`config.mk`:
```
export PLATFORM = sky130hd
export DESIGN_NAME = ausr_core
export DESIGN_NICKNAME = d
export VERILOG_FILES = /design/src/common/ausr_pkg.sv /design/src/rtl/ausr_core.sv
export SDC_FILE = /design/constraint.sdc
export NUM_CORES = 1
export LEC_CHECK = 0
export ABC_CLOCK_PERIOD_IN_PS = 3400
export BUFFER_PORTS_ARGS = -buffer_cell sky130_fd_sc_hd__buf_2
export CORE_MARGIN = 2
export CORE_UTILIZATION = 66
export CTS_BUF_LIST = sky130_fd_sc_hd__clkbuf_16
export CTS_CLUSTER_DIAMETER = 150
export DETAILED_ROUTE_END_ITERATION = 8
export PLACE_DENSITY = 0.93
export SYNTH_ARGS = -nofsm -noshare
export SYNTH_HDL_FRONTEND = slang
export SYNTH_SLANG_ARGS = --single-unit
```
`constraint.sdc`:
```
create_clock -name sys_clk -period 3.4 [get_ports sys_clk]
set_input_delay 0.68 -clock sys_clk [delete_from_list [all_inputs] [get_ports sys_clk]]
set_output_delay 0.68 -clock sys_clk [all_outputs]
set_load 0.01 [all_outputs]
```
`src/common/ausr_pkg.sv`:
```
/*
 * Constants, register map and carrier types for the asynchronous serial port.
 * Assumes a single clock domain and a plain strobe-based register port.
 */
package ausr_pkg;

	// ****************************************
	// Register indices on the register port
	// ****************************************
	localparam logic [3:0] IRQ_CONTROL_IDX        = 4'h0;
	localparam logic [3:0] PERIPH_FLAGS_1_IDX     = 4'h1;
	localparam logic [3:0] PERIPH_ENABLES_1_IDX   = 4'h2;
	localparam logic [3:0] PERIPH_PRIO_1_IDX      = 4'h3;
	localparam logic [3:0] RX_CONTROL_STATUS_IDX  = 4'h4;
	localparam logic [3:0] RX_BUFFER_IDX          = 4'h5;
	localparam logic [3:0] TX_HOLDING_BUFFER_IDX  = 4'h6;
	localparam logic [3:0] TX_CONTROL_STATUS_IDX  = 4'h7;
	localparam logic [3:0] RATE_CONTROL_IDX       = 4'h8;
	localparam logic [3:0] DIVISOR_HIGH_IDX       = 4'h9;
	localparam logic [3:0] DIVISOR_LOW_IDX        = 4'ha;

	// ****************************************
	// Field positions
	// ****************************************
	localparam int GLOBAL_IRQ_EN_BIT     = 7;
	localparam int PERIPH_IRQ_EN_BIT     = 6;
	localparam int RX_COMPLETE_BIT       = 5;
	localparam int TX_EMPTY_BIT          = 4;
	localparam int PORT_ENABLE_BIT       = 7;
	localparam int RX_NINTH_EN_BIT       = 6;
	localparam int CONT_RX_EN_BIT        = 4;
	localparam int FRAMING_ERR_BIT       = 2;
	localparam int OVERRUN_ERR_BIT       = 1;
	localparam int RX_NINTH_VAL_BIT      = 0;
	localparam int TX_NINTH_EN_BIT       = 6;
	localparam int TX_ENABLE_BIT         = 5;
	localparam int CLOCKED_MODE_BIT      = 4;
	localparam int HIGH_SPEED_BIT        = 2;
	localparam int SHIFTER_EMPTY_BIT     = 1;
	localparam int TX_NINTH_VAL_BIT      = 0;
	localparam int WIDE_DIVIDER_BIT      = 3;

	// ****************************************
	// Reset values and timing counts
	// ****************************************
	localparam logic [7:0] REG_RESET      = 8'h00;
	localparam logic [3:0] TICKS_PER_BIT  = 4'hf;   // Sixteen sample ticks, counted 15..0
	localparam logic [3:0] MID_BIT_TICK   = 4'h7;   // Start bit checked at half a bit
	localparam logic [1:0] X64_PRESCALE   = 2'h3;   // Four divider ticks per sample tick

	// Frame settings shared by transmitter and receiver
	typedef struct packed {
		logic        active;     // Port enabled and not in clocked mode
		logic        x16_mode;   // Divider output at sixteen times the bit rate
		logic [15:0] divisor;
	} ausr_frame_cfg_t;

endpackage : ausr_pkg

```
`src/rtl/ausr_core.sv`:
```
/*
 * Asynchronous serial transmitter and receiver with baud divider and
 * register file. Assumes inputs synchronous to sys_clk and a master that
 * never issues read and write strobes in the same cycle.
 */
// Local design decisions: the plain strobed port and the register offsets.

// Summary of operation
// - Async only while clocked-mode bit clear
// - NRZ frame: start, eight/nine data, stop
// - Data bits travel least significant first
// - Independent tx and rx, shared format, rate
// - Divider gives x16 or x64 bit rate
// - No parity generation or checking
// - Reload shifter only after stop bit
// - One-cycle transfer sets buffer-empty flag
// - Empty flag not writable, cleared by load
// - Flag updates second cycle after write
// - Transmit interrupt gated by its enable
// - Shifter-empty status bit, no interrupt
// - Setting transmit enable sets empty flag
// - Ninth bit sent from stored value
// - Buffer write starts transmission when enabled
// - Receiver samples at sixteen times bit rate
// - Continuous-receive enables; ninth-enable selects nine
// - Frame sets complete flag, gated interrupt
// - Clearing continuous-receive clears overrun error
// - Interrupt needs global and peripheral enables
module ausr_core #(
	parameter int ADDR_W = 4
) (
	input  wire logic              sys_clk,
	input  wire logic              rst_n,
	input  wire logic [ADDR_W-1:0] reg_addr,
	input  wire logic [7:0]        reg_wdata,
	input  wire logic              reg_wr,
	input  wire logic              reg_rd,
	output logic      [7:0]        reg_rdata,
	input  wire logic              serial_input,
	output logic                   serial_output,
	output logic                   cpu_irq
);

	// ****************************************
	// Declarations
	// ****************************************
	typedef enum logic [3:0] {
		TX_IDLE  = 4'b0001,
		TX_START = 4'b0010,
		TX_DATA  = 4'b0100,
		TX_STOP  = 4'b1000
	} ausr_tx_state_t;

	typedef enum logic [3:0] {
		RX_IDLE  = 4'b0001,
		RX_START = 4'b0010,
		RX_DATA  = 4'b0100,
		RX_STOP  = 4'b1000
	} ausr_rx_state_t;

	ausr_pkg::ausr_frame_cfg_t cfg;
	ausr_tx_state_t            tx_state_reg;
	ausr_rx_state_t            rx_state_reg;
	logic [7:0]                irq_control_reg;
	logic [7:0]                enables_reg;
	logic [7:0]                priorities_reg;
	logic [7:0]                divisor_high_reg;
	logic [7:0]                divisor_low_reg;
	logic                      port_enable_reg;
	logic                      rx_ninth_en_reg;
	logic                      cont_rx_en_reg;
	logic                      tx_ninth_en_reg;
	logic                      tx_enable_reg;
	logic                      clocked_mode_reg;
	logic                      high_speed_reg;
	logic                      tx_ninth_val_reg;
	logic                      wide_divider_reg;
	logic [7:0]                tx_buf_reg;
	logic                      tx_full_reg;
	logic                      tx_empty_flag_reg;
	logic [8:0]                tx_shift_reg;
	logic [3:0]                tx_tick_reg;
	logic [3:0]                tx_bits_reg;
	logic                      tx_load;
	logic [15:0]               brg_cnt_reg;
	logic [1:0]                pre_cnt_reg;
	logic                      brg_tick;
	logic                      s16_tick;
	logic [8:0]                rx_shift_reg;
	logic [3:0]                rx_tick_reg;
	logic [3:0]                rx_bits_reg;
	logic                      rx_done_reg;
	logic                      rx_stop_ok_reg;
	logic [7:0]                rx_buf_reg;
	logic                      rx_ninth_reg;
	logic                      rx_full_reg;
	logic                      framing_err_reg;
	logic                      overrun_err_reg;
	logic                      wr_rx_status;
	logic                      wr_tx_status;
	logic                      wr_tx_buf;
	logic                      rd_rx_buf;
	logic                      tx_irq;
	logic                      rx_irq;

	// ****************************************
	// Shared configuration
	// ****************************************
	// Async only with port on and clocked mode off
	assign cfg.active   = port_enable_reg & ~clocked_mode_reg;
	assign cfg.x16_mode = high_speed_reg | wide_divider_reg;
	assign cfg.divisor  = wide_divider_reg ? {divisor_high_reg, divisor_low_reg} : {8'h00, divisor_low_reg};

	// Register port decode
	assign wr_rx_status = reg_wr && (reg_addr == ADDR_W'(ausr_pkg::RX_CONTROL_STATUS_IDX));
	assign wr_tx_status = reg_wr && (reg_addr == ADDR_W'(ausr_pkg::TX_CONTROL_STATUS_IDX));
	assign wr_tx_buf    = reg_wr && (reg_addr == ADDR_W'(ausr_pkg::TX_HOLDING_BUFFER_IDX));
	assign rd_rx_buf    = reg_rd && (reg_addr == ADDR_W'(ausr_pkg::RX_BUFFER_IDX));

	// ****************************************
	// Software registers
	// ****************************************
	// Plain read/write control bits
	always_ff @(posedge sys_clk) begin
		if (!rst_n) begin
			irq_control_reg  <= ausr_pkg::REG_RESET;
			enables_reg      <= ausr_pkg::REG_RESET;
			priorities_reg   <= ausr_pkg::REG_RESET;
			divisor_high_reg <= ausr_pkg::REG_RESET;
			divisor_low_reg  <= ausr_pkg::REG_RESET;
			port_enable_reg  <= 1'b0;
			rx_ninth_en_reg  <= 1'b0;
			cont_rx_en_reg   <= 1'b0;
			tx_ninth_en_reg  <= 1'b0;
			tx_enable_reg    <= 1'b0;
			clocked_mode_reg <= 1'b0;
			high_speed_reg   <= 1'b0;
			tx_ninth_val_reg <= 1'b0;
			wide_divider_reg <= 1'b0;
		end else if (reg_wr) begin
			unique case (reg_addr)
				ADDR_W'(ausr_pkg::IRQ_CONTROL_IDX):      irq_control_reg  <= reg_wdata;
				ADDR_W'(ausr_pkg::PERIPH_ENABLES_1_IDX): enables_reg      <= reg_wdata;
				ADDR_W'(ausr_pkg::PERIPH_PRIO_1_IDX):    priorities_reg   <= reg_wdata;
				ADDR_W'(ausr_pkg::DIVISOR_HIGH_IDX):     divisor_high_reg <= reg_wdata;
				ADDR_W'(ausr_pkg::DIVISOR_LOW_IDX):      divisor_low_reg  <= reg_wdata;
				ADDR_W'(ausr_pkg::RATE_CONTROL_IDX):     wide_divider_reg <= reg_wdata[ausr_pkg::WIDE_DIVIDER_BIT];
				ADDR_W'(ausr_pkg::RX_CONTROL_STATUS_IDX): begin
					port_enable_reg <= reg_wdata[ausr_pkg::PORT_ENABLE_BIT];
					rx_ninth_en_reg <= reg_wdata[ausr_pkg::RX_NINTH_EN_BIT];
					cont_rx_en_reg  <= reg_wdata[ausr_pkg::CONT_RX_EN_BIT];
				end
				ADDR_W'(ausr_pkg::TX_CONTROL_STATUS_IDX): begin
					tx_ninth_en_reg  <= reg_wdata[ausr_pkg::TX_NINTH_EN_BIT];
					tx_enable_reg    <= reg_wdata[ausr_pkg::TX_ENABLE_BIT];
					clocked_mode_reg <= reg_wdata[ausr_pkg::CLOCKED_MODE_BIT];
					high_speed_reg   <= reg_wdata[ausr_pkg::HIGH_SPEED_BIT];
					tx_ninth_val_reg <= reg_wdata[ausr_pkg::TX_NINTH_VAL_BIT];
				end
				default: ;
			endcase
		end
	end

	// Read data valid only in the cycle after the strobe; unmapped read zero
	always_ff @(posedge sys_clk) begin
		if (!rst_n) begin
			reg_rdata <= 8'h00;
		end else if (reg_rd) begin
			unique case (reg_addr)
				ADDR_W'(ausr_pkg::IRQ_CONTROL_IDX):      reg_rdata <= irq_control_reg;
				ADDR_W'(ausr_pkg::PERIPH_FLAGS_1_IDX):   reg_rdata <= {2'h0, rx_full_reg, tx_empty_flag_reg, 4'h0};
				ADDR_W'(ausr_pkg::PERIPH_ENABLES_1_IDX): reg_rdata <= enables_reg;
				ADDR_W'(ausr_pkg::PERIPH_PRIO_1_IDX):    reg_rdata <= priorities_reg;
				ADDR_W'(ausr_pkg::RX_CONTROL_STATUS_IDX):
					reg_rdata <= {port_enable_reg, rx_ninth_en_reg, 1'b0, cont_rx_en_reg, 1'b0,
						framing_err_reg, overrun_err_reg, rx_ninth_reg};  // Status read first
				ADDR_W'(ausr_pkg::RX_BUFFER_IDX):        reg_rdata <= rx_buf_reg;
				ADDR_W'(ausr_pkg::TX_HOLDING_BUFFER_IDX): reg_rdata <= tx_buf_reg;
				ADDR_W'(ausr_pkg::TX_CONTROL_STATUS_IDX):
					reg_rdata <= {1'b0, tx_ninth_en_reg, tx_enable_reg, clocked_mode_reg, 1'b0,
						high_speed_reg, (tx_state_reg == TX_IDLE), tx_ninth_val_reg};
				ADDR_W'(ausr_pkg::RATE_CONTROL_IDX):     reg_rdata <= {4'h0, wide_divider_reg, 3'h0};
				ADDR_W'(ausr_pkg::DIVISOR_HIGH_IDX):     reg_rdata <= divisor_high_reg;
				ADDR_W'(ausr_pkg::DIVISOR_LOW_IDX):      reg_rdata <= divisor_low_reg;
				default:                                 reg_rdata <= 8'h00;
			endcase
		end else begin
			reg_rdata <= 8'h00;
		end
	end

	// ****************************************
	// Baud rate divider
	// ****************************************
	// Divider tick every divisor+1 clocks; x64 mode prescales by four
	always_ff @(posedge sys_clk) begin
		if (!rst_n || !cfg.active) begin
			brg_cnt_reg <= 16'h0000;
			pre_cnt_reg <= 2'h0;
		end else if (brg_cnt_reg == 16'h0000) begin
			brg_cnt_reg <= cfg.divisor;
			pre_cnt_reg <= pre_cnt_reg + 2'h1;
		end else begin
			brg_cnt_reg <= brg_cnt_reg - 16'h0001;
		end
	end

	assign brg_tick = cfg.active && (brg_cnt_reg == 16'h0000);
	assign s16_tick = brg_tick && (cfg.x16_mode || pre_cnt_reg == ausr_pkg::X64_PRESCALE);

	// ****************************************
	// Transmitter
	// ****************************************
	// Reload only from idle, i.e. after the stop bit
	assign tx_load = (tx_state_reg == TX_IDLE) && tx_full_reg && tx_enable_reg && cfg.active;

	// Holding buffer; disabled transmitter drops it so enabling shows empty
	always_ff @(posedge sys_clk) begin
		if (!rst_n) begin
			tx_buf_reg  <= 8'h00;
			tx_full_reg <= 1'b0;
		end else begin
			if (wr_tx_buf) begin
				tx_buf_reg <= reg_wdata;
			end
			if (!tx_enable_reg) begin
				tx_full_reg <= 1'b0;
			end else if (wr_tx_buf) begin
				tx_full_reg <= 1'b1;  // Load wins over transfer in the same cycle
			end else if (tx_load) begin
				tx_full_reg <= 1'b0;  // One-cycle transfer empties buffer
			end
		end
	end

	// Flag lags buffer state one cycle, readable from second cycle
	always_ff @(posedge sys_clk) begin
		if (!rst_n) begin
			tx_empty_flag_reg <= 1'b0;
		end else begin
			tx_empty_flag_reg <= tx_enable_reg & ~tx_full_reg;
		end
	end

	// Transmit shifter state machine
	always_ff @(posedge sys_clk) begin
		if (!rst_n || !cfg.active) begin
			tx_state_reg <= TX_IDLE;
			tx_shift_reg <= 9'h000;
			tx_tick_reg  <= 4'h0;
			tx_bits_reg  <= 4'h0;
		end else begin
			unique case (tx_state_reg)
				TX_IDLE: begin
					if (tx_load) begin
						tx_shift_reg <= {tx_ninth_val_reg, tx_buf_reg};  // Stored ninth bit
						tx_bits_reg  <= tx_ninth_en_reg ? 4'h8 : 4'h7;    // Eight or nine bits
						tx_tick_reg  <= ausr_pkg::TICKS_PER_BIT;
						tx_state_reg <= TX_START;
					end
				end
				TX_START: begin
					if (s16_tick) begin
						tx_tick_reg <= tx_tick_reg - 4'h1;
						if (tx_tick_reg == 4'h0) begin
							tx_state_reg <= TX_DATA;
						end
					end
				end
				TX_DATA: begin
					if (s16_tick) begin
						tx_tick_reg <= tx_tick_reg - 4'h1;
						if (tx_tick_reg == 4'h0) begin
							tx_shift_reg <= {1'b0, tx_shift_reg[8:1]};  // LSB first
							tx_bits_reg  <= tx_bits_reg - 4'h1;
							if (tx_bits_reg == 4'h0) begin
								tx_state_reg <= TX_STOP;
							end
						end
					end
				end
				TX_STOP: begin
					if (s16_tick) begin
						tx_tick_reg <= tx_tick_reg - 4'h1;
						if (tx_tick_reg == 4'h0) begin
							tx_state_reg <= TX_IDLE;
						end
					end
				end
			endcase
		end
	end

	// Line level: idle and stop high, start low
	always_ff @(posedge sys_clk) begin
		if (!rst_n) begin
			serial_output <= 1'b1;
		end else begin
			serial_output <= (tx_state_reg == TX_START) ? 1'b0 :
				(tx_state_reg == TX_DATA) ? tx_shift_reg[0] : 1'b1;
		end
	end

	// ****************************************
	// Receiver
	// ****************************************
	// Recovery at sixteen samples per bit, one sample per bit shifted
	always_ff @(posedge sys_clk) begin
		if (!rst_n || !cfg.active || !cont_rx_en_reg || overrun_err_reg) begin
			rx_state_reg   <= RX_IDLE;
			rx_shift_reg   <= 9'h000;
			rx_tick_reg    <= 4'h0;
			rx_bits_reg    <= 4'h0;
			rx_done_reg    <= 1'b0;
			rx_stop_ok_reg <= 1'b0;
		end else begin
			rx_done_reg <= 1'b0;
			unique case (rx_state_reg)
				RX_IDLE: begin
					if (s16_tick && !serial_input) begin
						rx_tick_reg  <= ausr_pkg::MID_BIT_TICK;
						rx_state_reg <= RX_START;
					end
				end
				RX_START: begin
					if (s16_tick) begin
						rx_tick_reg <= rx_tick_reg - 4'h1;
						if (rx_tick_reg == 4'h0) begin
							rx_tick_reg  <= ausr_pkg::TICKS_PER_BIT;
							rx_bits_reg  <= rx_ninth_en_reg ? 4'h8 : 4'h7;
							rx_state_reg <= serial_input ? RX_IDLE : RX_DATA;  // Glitch rejected
						end
					end
				end
				RX_DATA: begin
					if (s16_tick) begin
						rx_tick_reg <= rx_tick_reg - 4'h1;
						if (rx_tick_reg == 4'h0) begin
							rx_tick_reg  <= ausr_pkg::TICKS_PER_BIT;
							rx_shift_reg <= rx_ninth_en_reg ? {serial_input, rx_shift_reg[8:1]}
								: {1'b0, serial_input, rx_shift_reg[7:1]};  // LSB first
							rx_bits_reg  <= rx_bits_reg - 4'h1;
							if (rx_bits_reg == 4'h0) begin
								rx_state_reg <= RX_STOP;
							end
						end
					end
				end
				RX_STOP: begin
					if (s16_tick) begin
						rx_tick_reg <= rx_tick_reg - 4'h1;
						if (rx_tick_reg == 4'h0) begin
							rx_stop_ok_reg <= serial_input;
							rx_done_reg    <= 1'b1;
							rx_state_reg   <= RX_IDLE;
						end
					end
				end
			endcase
		end
	end

	// Receive buffer, complete flag, error status
	always_ff @(posedge sys_clk) begin
		if (!rst_n) begin
			rx_buf_reg      <= 8'h00;
			rx_ninth_reg    <= 1'b0;
			rx_full_reg     <= 1'b0;
			framing_err_reg <= 1'b0;
			overrun_err_reg <= 1'b0;
		end else begin
			if (rx_done_reg && !rx_full_reg) begin
				rx_buf_reg      <= rx_shift_reg[7:0];
				rx_ninth_reg    <= rx_ninth_en_reg & rx_shift_reg[8];
				framing_err_reg <= ~rx_stop_ok_reg;  // Low stop bit
				rx_full_reg     <= 1'b1;             // New frame wins over read
			end else if (rd_rx_buf) begin
				rx_full_reg <= 1'b0;
			end
			if (!cont_rx_en_reg) begin
				overrun_err_reg <= 1'b0;
			end else if (rx_done_reg && rx_full_reg) begin
				overrun_err_reg <= 1'b1;  // Frame lost, buffer still full
			end
		end
	end

	// ****************************************
	// Interrupt gating
	// ****************************************
	assign tx_irq = tx_empty_flag_reg & enables_reg[ausr_pkg::TX_EMPTY_BIT];
	assign rx_irq = rx_full_reg & enables_reg[ausr_pkg::RX_COMPLETE_BIT];

	// Request reaches processor only with both enables
	always_ff @(posedge sys_clk) begin
		if (!rst_n) begin
			cpu_irq <= 1'b0;
		end else begin
			cpu_irq <= irq_control_reg[ausr_pkg::GLOBAL_IRQ_EN_BIT] &
				irq_control_reg[ausr_pkg::PERIPH_IRQ_EN_BIT] & (tx_irq | rx_irq);
		end
	end
endmodule : ausr_core

```
==> results of run 1 <==
## through the flow
| stage | hold WS, ns | std cells | power (W) |
|---|---|---|---|
| after floorplan | 0.427 | 777 | 0.00182 |
| after global placement | 0.441 | 896 | 0.00185 |
| after detailed placement | 0.450 | 896 | 0.00186 |
| after CTS | 0.471 | 927 | 0.00386 |
| after global routing | 0.477 | 927 | 0.00395 |
| final | 0.472 | 927 | 0.00387 |
## power breakdown
group | internal [W] | leakage, nW | switching, W | total (W)
Clock | 0.00130 | 0.317 | 0.000739 | 0.00204
Sequential | 0.00168 | 1.15 | 0.00000955 | 0.00169
Combinational | 0.0000442 | 1.17 | 0.0000896 | 0.000134
## logic make-up (layout without fill, tap and decap cells)
kind of cell	count (synthesis)	count (layout)	share of synthesized area
simple gates	308	308	0.248
compound gates	182	182	0.182
flops	143	143	0.417
buf+inv	64	78	0.0366
mux	59	59	0.0862
xor+xnor	15	15	0.0191
fa+ha+maj	6	6	0.0109
## worst min path at each step
stage / startpoint / endpoint / slack [ns] / depth (start not counted)
global route: irq_control_reg[1] / irq_control_reg[1] / 0.48 / 2
detailed placement: rx_shift_reg[0] / rx_shift_reg[0] / 0.45 / 2
floorplan: tx_shift_reg[0] / tx_shift_reg[0] / 0.43 / 1
global placement: pre_cnt_reg[1] / pre_cnt_reg[1] / 0.44 / 2
CTS: irq_control_reg[1] / irq_control_reg[1] / 0.47 / 2
finish: irq_control_reg[5] / irq_control_reg[5] / 0.47 / 2
## per-layer routing
layer	global-route usage	share of wire	vias to the layer above
li1	-	-	2820
met1	0.451	0.41	3001
met2	0.572	0.48	325
met3	0.0742	0.079	63
met4	0.131	0.033	0
met5	0	0	-
## critical path, stage by stage, from the launching register on
cell and delay, ns:
dfxtp_1 0.35, inv_1 0.11, ha_1 0.20, nor3b_2 0.50, nand4_4 0.49, nor3_2 0.69, a22oi_1 0.23, o2bb2ai_1 0.21
## placed cells by master, fill, tap and decap left out, drive strengths merged, types with 11 or more instances in the layout
cell type	instances
a21boi	17
a21oi	44
a22oi	20
buf	32
clkbuf	17
dfxtp	143
inv	19
mux2i	58
nand2	79
nand2b	11
nand3	36
nor2	42
nor2b	62
nor3	23
o21ai	28
xnor2	11
## area by class of cell
class	instances	area [um2]
fillers	728	2580
repair buffers	32	175
multi-input cells	570	3750
flip-flops and latches	143	2860
inverters	15	56.3
clock buffers	17	425
clock inverters	14	215
well taps	136	170
==> results.json, run 1 <==
{
  "setup_viol_count_final": 0,
  "synth_nets": 800,
  "synth_largest_area_cell": "dfxtp_1",
  "io_pins": 27,
  "yosysWarnings": 0,
  "dpl-instance-area_um2": 7010,
  "synthArstFlopShare": 0,
  "grt_max_degree": 40,
  "grt_first_pass_wirelength_um": 30900,
  "grt_pass1_vias": 6009,
  "slew_headroom": 0.445,
  "layout_setup_ws_ns": 0.538,
  "syn_inst": 777,
  "timing.rr.start": "brg_cnt_reg[0]",
  "post-dp-hpwl_um": 12500,
  "synth.distinct_cells": 68,
  "dr.pass1.iters": 6,
  "die_y_um": 106,
  "clock-root-buffer": "clkbuf_16",
  "numClockSinks": 143,
  "run_status": "completed",
  "cts_buffers": 17,
  "critPathLaunch": "brg_cnt_reg[0]",
  "fin_setup_tns_ns": 0,
  "cellPowerDensity_nw_per_um2": 505,
  "critPathKind": "flip-flop to flip-flop",
  "antennaDiodeCount": 0,
  "clock_path_buffers": 2,
  "htree_levels": 4,
  "synth-main-ff-cell": "dfxtp_1",
  "min_path_type": "flip-flop to flip-flop",
  "cp-endpoint": "tx_shift_reg[2]",
  "clkTransAtPathRegs_ns": 0.06,
  "first_iter_violations": 578,
  "post-route-util": 0.748,
  "ys_ff_latch": 143,
  "min_period_ns": 2.86,
  "yosys-top-cells-area": "dfxtp_1 42%, mux2i_1 8.5%, nor2b_1 5.7%, nand2_1 4.3%, a21oi_1 3.2%",
  "end_kind": "flip-flop",
  "cp_max_fo": 27,
  "ctsResizeCount": 0,
  "vias_per_cell": 6.70,
  "max_freq_mhz": 349,
  "hold_violations": 0,
  "vias": 6209,
  "synth_most_common_cell": "dfxtp_1",
  "skew_ns": 0.00821,
  "syn_to_final_growth_pct": 11.5,
  "start_util": 0.671,
  "preCtsSetupSlack_ns": 0.775,
  "core-area_um2": 10200,
  "fin_area_um2": 7650,
  "synth_top_cell_area_share": 0.417,
  "routedWlPerCell_um": 20.5,
  "clock_latency_ns": 0.42,
  "drive_gt1_frac": 0.109,
  "synth-seq-area-share": 0.417,
  "synth_edf_count": 0,
  "wirelength_um": 19000,
  "slew_violations": 0,
  "netlist_top_cells_count": "143 x dfxtp_1, 78 x nand2_1, 62 x nor2b_1",
  "grtUsageTotal": 0.348,
  "postCtsSetupRepairBufs": 0,
  "largest_reg_flops": 16,
  "portBuffers": 26,
  "cp.arrival_ns": 3.21,
  "rrSetupSlack_ns": 0.54,
  "leakagePower_nw": 2.64,
  "die_area_um2": 11200,
  "nets": 802,
  "rsz0062_at_grt": "no",
  "tritoncts": "yes",
  "gp_congestion": 0.933,
  "fin_crit_sh": 0.842,
  "drc": 0,
  "ir_worst_vdd_v": 0.000408,
  "r2r_cells": 7,
  "drv_cap": 0,
  "tightest_slew_ns": 0.825,
  "die_width_um": 106,
  "placementRows": 37,
  "start_kind": "flip-flop",
  "antenna_found_initial": 0,
  "grt_overflow": 0,
  "critPathRequiredTime_ns": 3.74,
  "cts_hold_buf": 0,
  "syn_area_um2": 6860,
  "ant_nets": 0,
  "synth.avg_cell_area_um2": 8.83,
  "rr_endpoint": "tx_shift_reg[2]"
}
Note: power is estimated with default switching activity, not from simulation.
==> inputs of run 2 (changes only) <==
--- a/config.mk
+++ b/config.mk
@@ -5,14 +5,14 @@
 export SDC_FILE = /design/constraint.sdc
 export NUM_CORES = 1
 export LEC_CHECK = 0
-export ABC_CLOCK_PERIOD_IN_PS = 3400
+export ABC_CLOCK_PERIOD_IN_PS = 2950
 export BUFFER_PORTS_ARGS = -buffer_cell sky130_fd_sc_hd__buf_2
 export CORE_MARGIN = 2
-export CORE_UTILIZATION = 66
+export CORE_UTILIZATION = 62
 export CTS_BUF_LIST = sky130_fd_sc_hd__clkbuf_16
 export CTS_CLUSTER_DIAMETER = 150
 export DETAILED_ROUTE_END_ITERATION = 8
-export PLACE_DENSITY = 0.93
+export PLACE_DENSITY = 0.89
 export SYNTH_ARGS = -nofsm -noshare
 export SYNTH_HDL_FRONTEND = slang
 export SYNTH_SLANG_ARGS = --single-unit
==> constraint.sdc (replaced) <==
create_clock -name sys_clk -period 2.95 [get_ports sys_clk]
set_input_delay 0.59 -clock sys_clk [delete_from_list [all_inputs] [get_ports sys_clk]]
set_output_delay 0.59 -clock sys_clk [all_outputs]
set_load 0.01 [all_outputs]
==> results.json, run 2 (synthesis results as in run 1) <==
{
  "die_y_um": 109,
  "drive_gt1_frac": 0.114,
  "ctsResizeCount": 0,
  "drc": 0,
  "layout_common_cells": "143 x dfxtp_1, 78 x nand2_1, 62 x nor2b_1",
  "nets": 806,
  "tightest_slew_ns": 0.792,
  "portBuffers": 26,
  "cts_buffers": 17,
  "largest_reg_flops": 16,
  "drv_cap": 0,
  "rsz0062_at_grt": "no",
  "grt_pass1_vias": 5776,
  "ant_nets": 0,
  "internal-power_w": 0.00332,
  "skew_ns": 0.00415,
  "first_iter_violations": 544,
  "grt_overflow": 0,
  "pwr-share-comb": 0.037,
  "layout_setup_ws_ns": 0.450,
  "cp.arrival_ns": 2.81,
  "max_freq_mhz": 400,
  "die_width_um": 109,
  "min_path_type": "input pin to flip-flop",
  "die_area_um2": 11900,
  "core-area_um2": 10800,
  "cellPowerDensity_nw_per_um2": 558,
  "slew_headroom": 0.466,
  "clock-root-buffer": "clkbuf_16",
  "vias_per_cell": 6.47,
  "cp_max_fo": 22,
  "dr.pass1.iters": 5,
  "layout_commonest_cell": "dfxtp_1",
  "timing.rr.start": "brg_cnt_reg[0]",
  "seq_power_share": 0.458,
  "ir_worst_vdd_v": 0.000391,
  "min-delay-start": "reg_rd",
  "post-route-util": 0.705,
  "hold_violations": 0,
  "switching_share": 0.223,
  "fin_area_um2": 7640,
  "fin_cells": 936,
  "run_status": "completed",
  "gp_congestion": 0.962,
  "end_kind": "flip-flop",
  "wirelength_um": 18300,
  "start_kind": "flip-flop",
  "io_pins": 27,
  "cts_hold_buf": 0,
  "fin_setup_tns_ns": 0,
  "leakagePower_nw": 2.63,
  "r2r_cells": 7,
  "grt_max_degree": 37,
  "slew_violations": 0,
  "post-dp-hpwl_um": 12600,
  "setup_viol_count_final": 0,
  "clkTransAtPathRegs_ns": 0.06,
  "grt_first_pass_wirelength_um": 29400,
  "postCtsSetupRepairBufs": 0,
  "critPathRequiredTime_ns": 3.26,
  "critPathLaunch": "brg_cnt_reg[0]",
  "placementRows": 38,
  "clock_latency_ns": 0.42,
  "antenna_found_initial": 0,
  "vias": 6054,
  "rr_endpoint": "tx_state_reg[1]",
  "htree_levels": 4,
  "routedWlPerCell_um": 19.6,
  "min_path_cells": 2,
  "numClockSinks": 143,
  "preCtsSetupSlack_ns": 0.466,
  "rrSetupSlack_ns": 0.45,
  "dpl.cell_count": 904,
  "syn_to_final_growth_pct": 11.4,
  "p_sw_w": 0.000949,
  "start_util": 0.633,
  "clock_path_buffers": 2,
  "cp-endpoint": "tx_state_reg[1]",
  "critPathKind": "flip-flop to flip-flop",
  "grtUsageTotal": 0.321,
  "min_period_ns": 2.50,
  "antennaDiodeCount": 0,
  "fin_crit_sh": 0.847,
  "clockPowerShare": 0.505,
  "tritoncts": "yes",
  "dpl-instance-area_um2": 7050
}
-- run 2: changes by cell type in the layout (fill, tap and decap cells not counted), sizes merged --
cell | before | now
buf | 32 | 36
clkinvlp | 0 | 4
inv | 19 | 16
bufinv | 5 | 3
clkinv | 5 | 7
-- run 2: power groups by stage --
stage               Clock (W)  Sequential [W]  Combinational, W
global route          0.00224         0.00195          0.000166
floorplan                   0         0.00199          0.000102
global placement            0         0.00199          0.000147
CTS                   0.00216         0.00195          0.000152
finish                0.00215         0.00195          0.000157
detailed placement          0         0.00200          0.000150
-- run 2: worst min path at each step --
stage | to
after detailed placement | tx_shift_reg[7]
final | rx_full_reg
after global placement | pre_cnt_reg[1]
after floorplan | tx_shift_reg[0]
after global routing | rx_full_reg
after CTS | rx_full_reg
-- run 2: stage by stage --
step	power [W]	hold slack (ns)
floorplan	0.00209	0.427
global placement	0.00214	0.443
detailed placement	0.00215	0.447
CTS	0.00426	0.416
global route	0.00436	0.416
finish	0.00427	0.424
-- run 2: cell type report --
class / instances / area (um2)
clock inverters: 15 / 169
inverters: 15 / 56.3
clock buffers: 17 / 425
multi-input cells: 570 / 3750
repair buffers: 36 / 205
well taps: 140 / 175
flip-flops and latches: 143 / 2860
fillers: 790 / 3200
-- run 2: critical path, stage by stage (launching register included) --
cell and delay, ns:
dfxtp_1 0.34, inv_1 0.08, ha_1 0.17, nor3b_2 0.49, and4_4 0.53, a31oi_1 0.16
nand3b_1 0.27, a32o_1 0.33
-- run 2: routing by layer --
layer / wire length, um / part of all wire / track usage / up-vias
li1: - / - / - / 2821
met1: 7700 / 0.42 / 0.411 / 2898
met2: 8820 / 0.48 / 0.529 / 287
met3: 1280 / 0.070 / 0.0544 / 48
met4: 550 / 0.030 / 0.146 / 0
met5: 0 / 0 / 0 / -
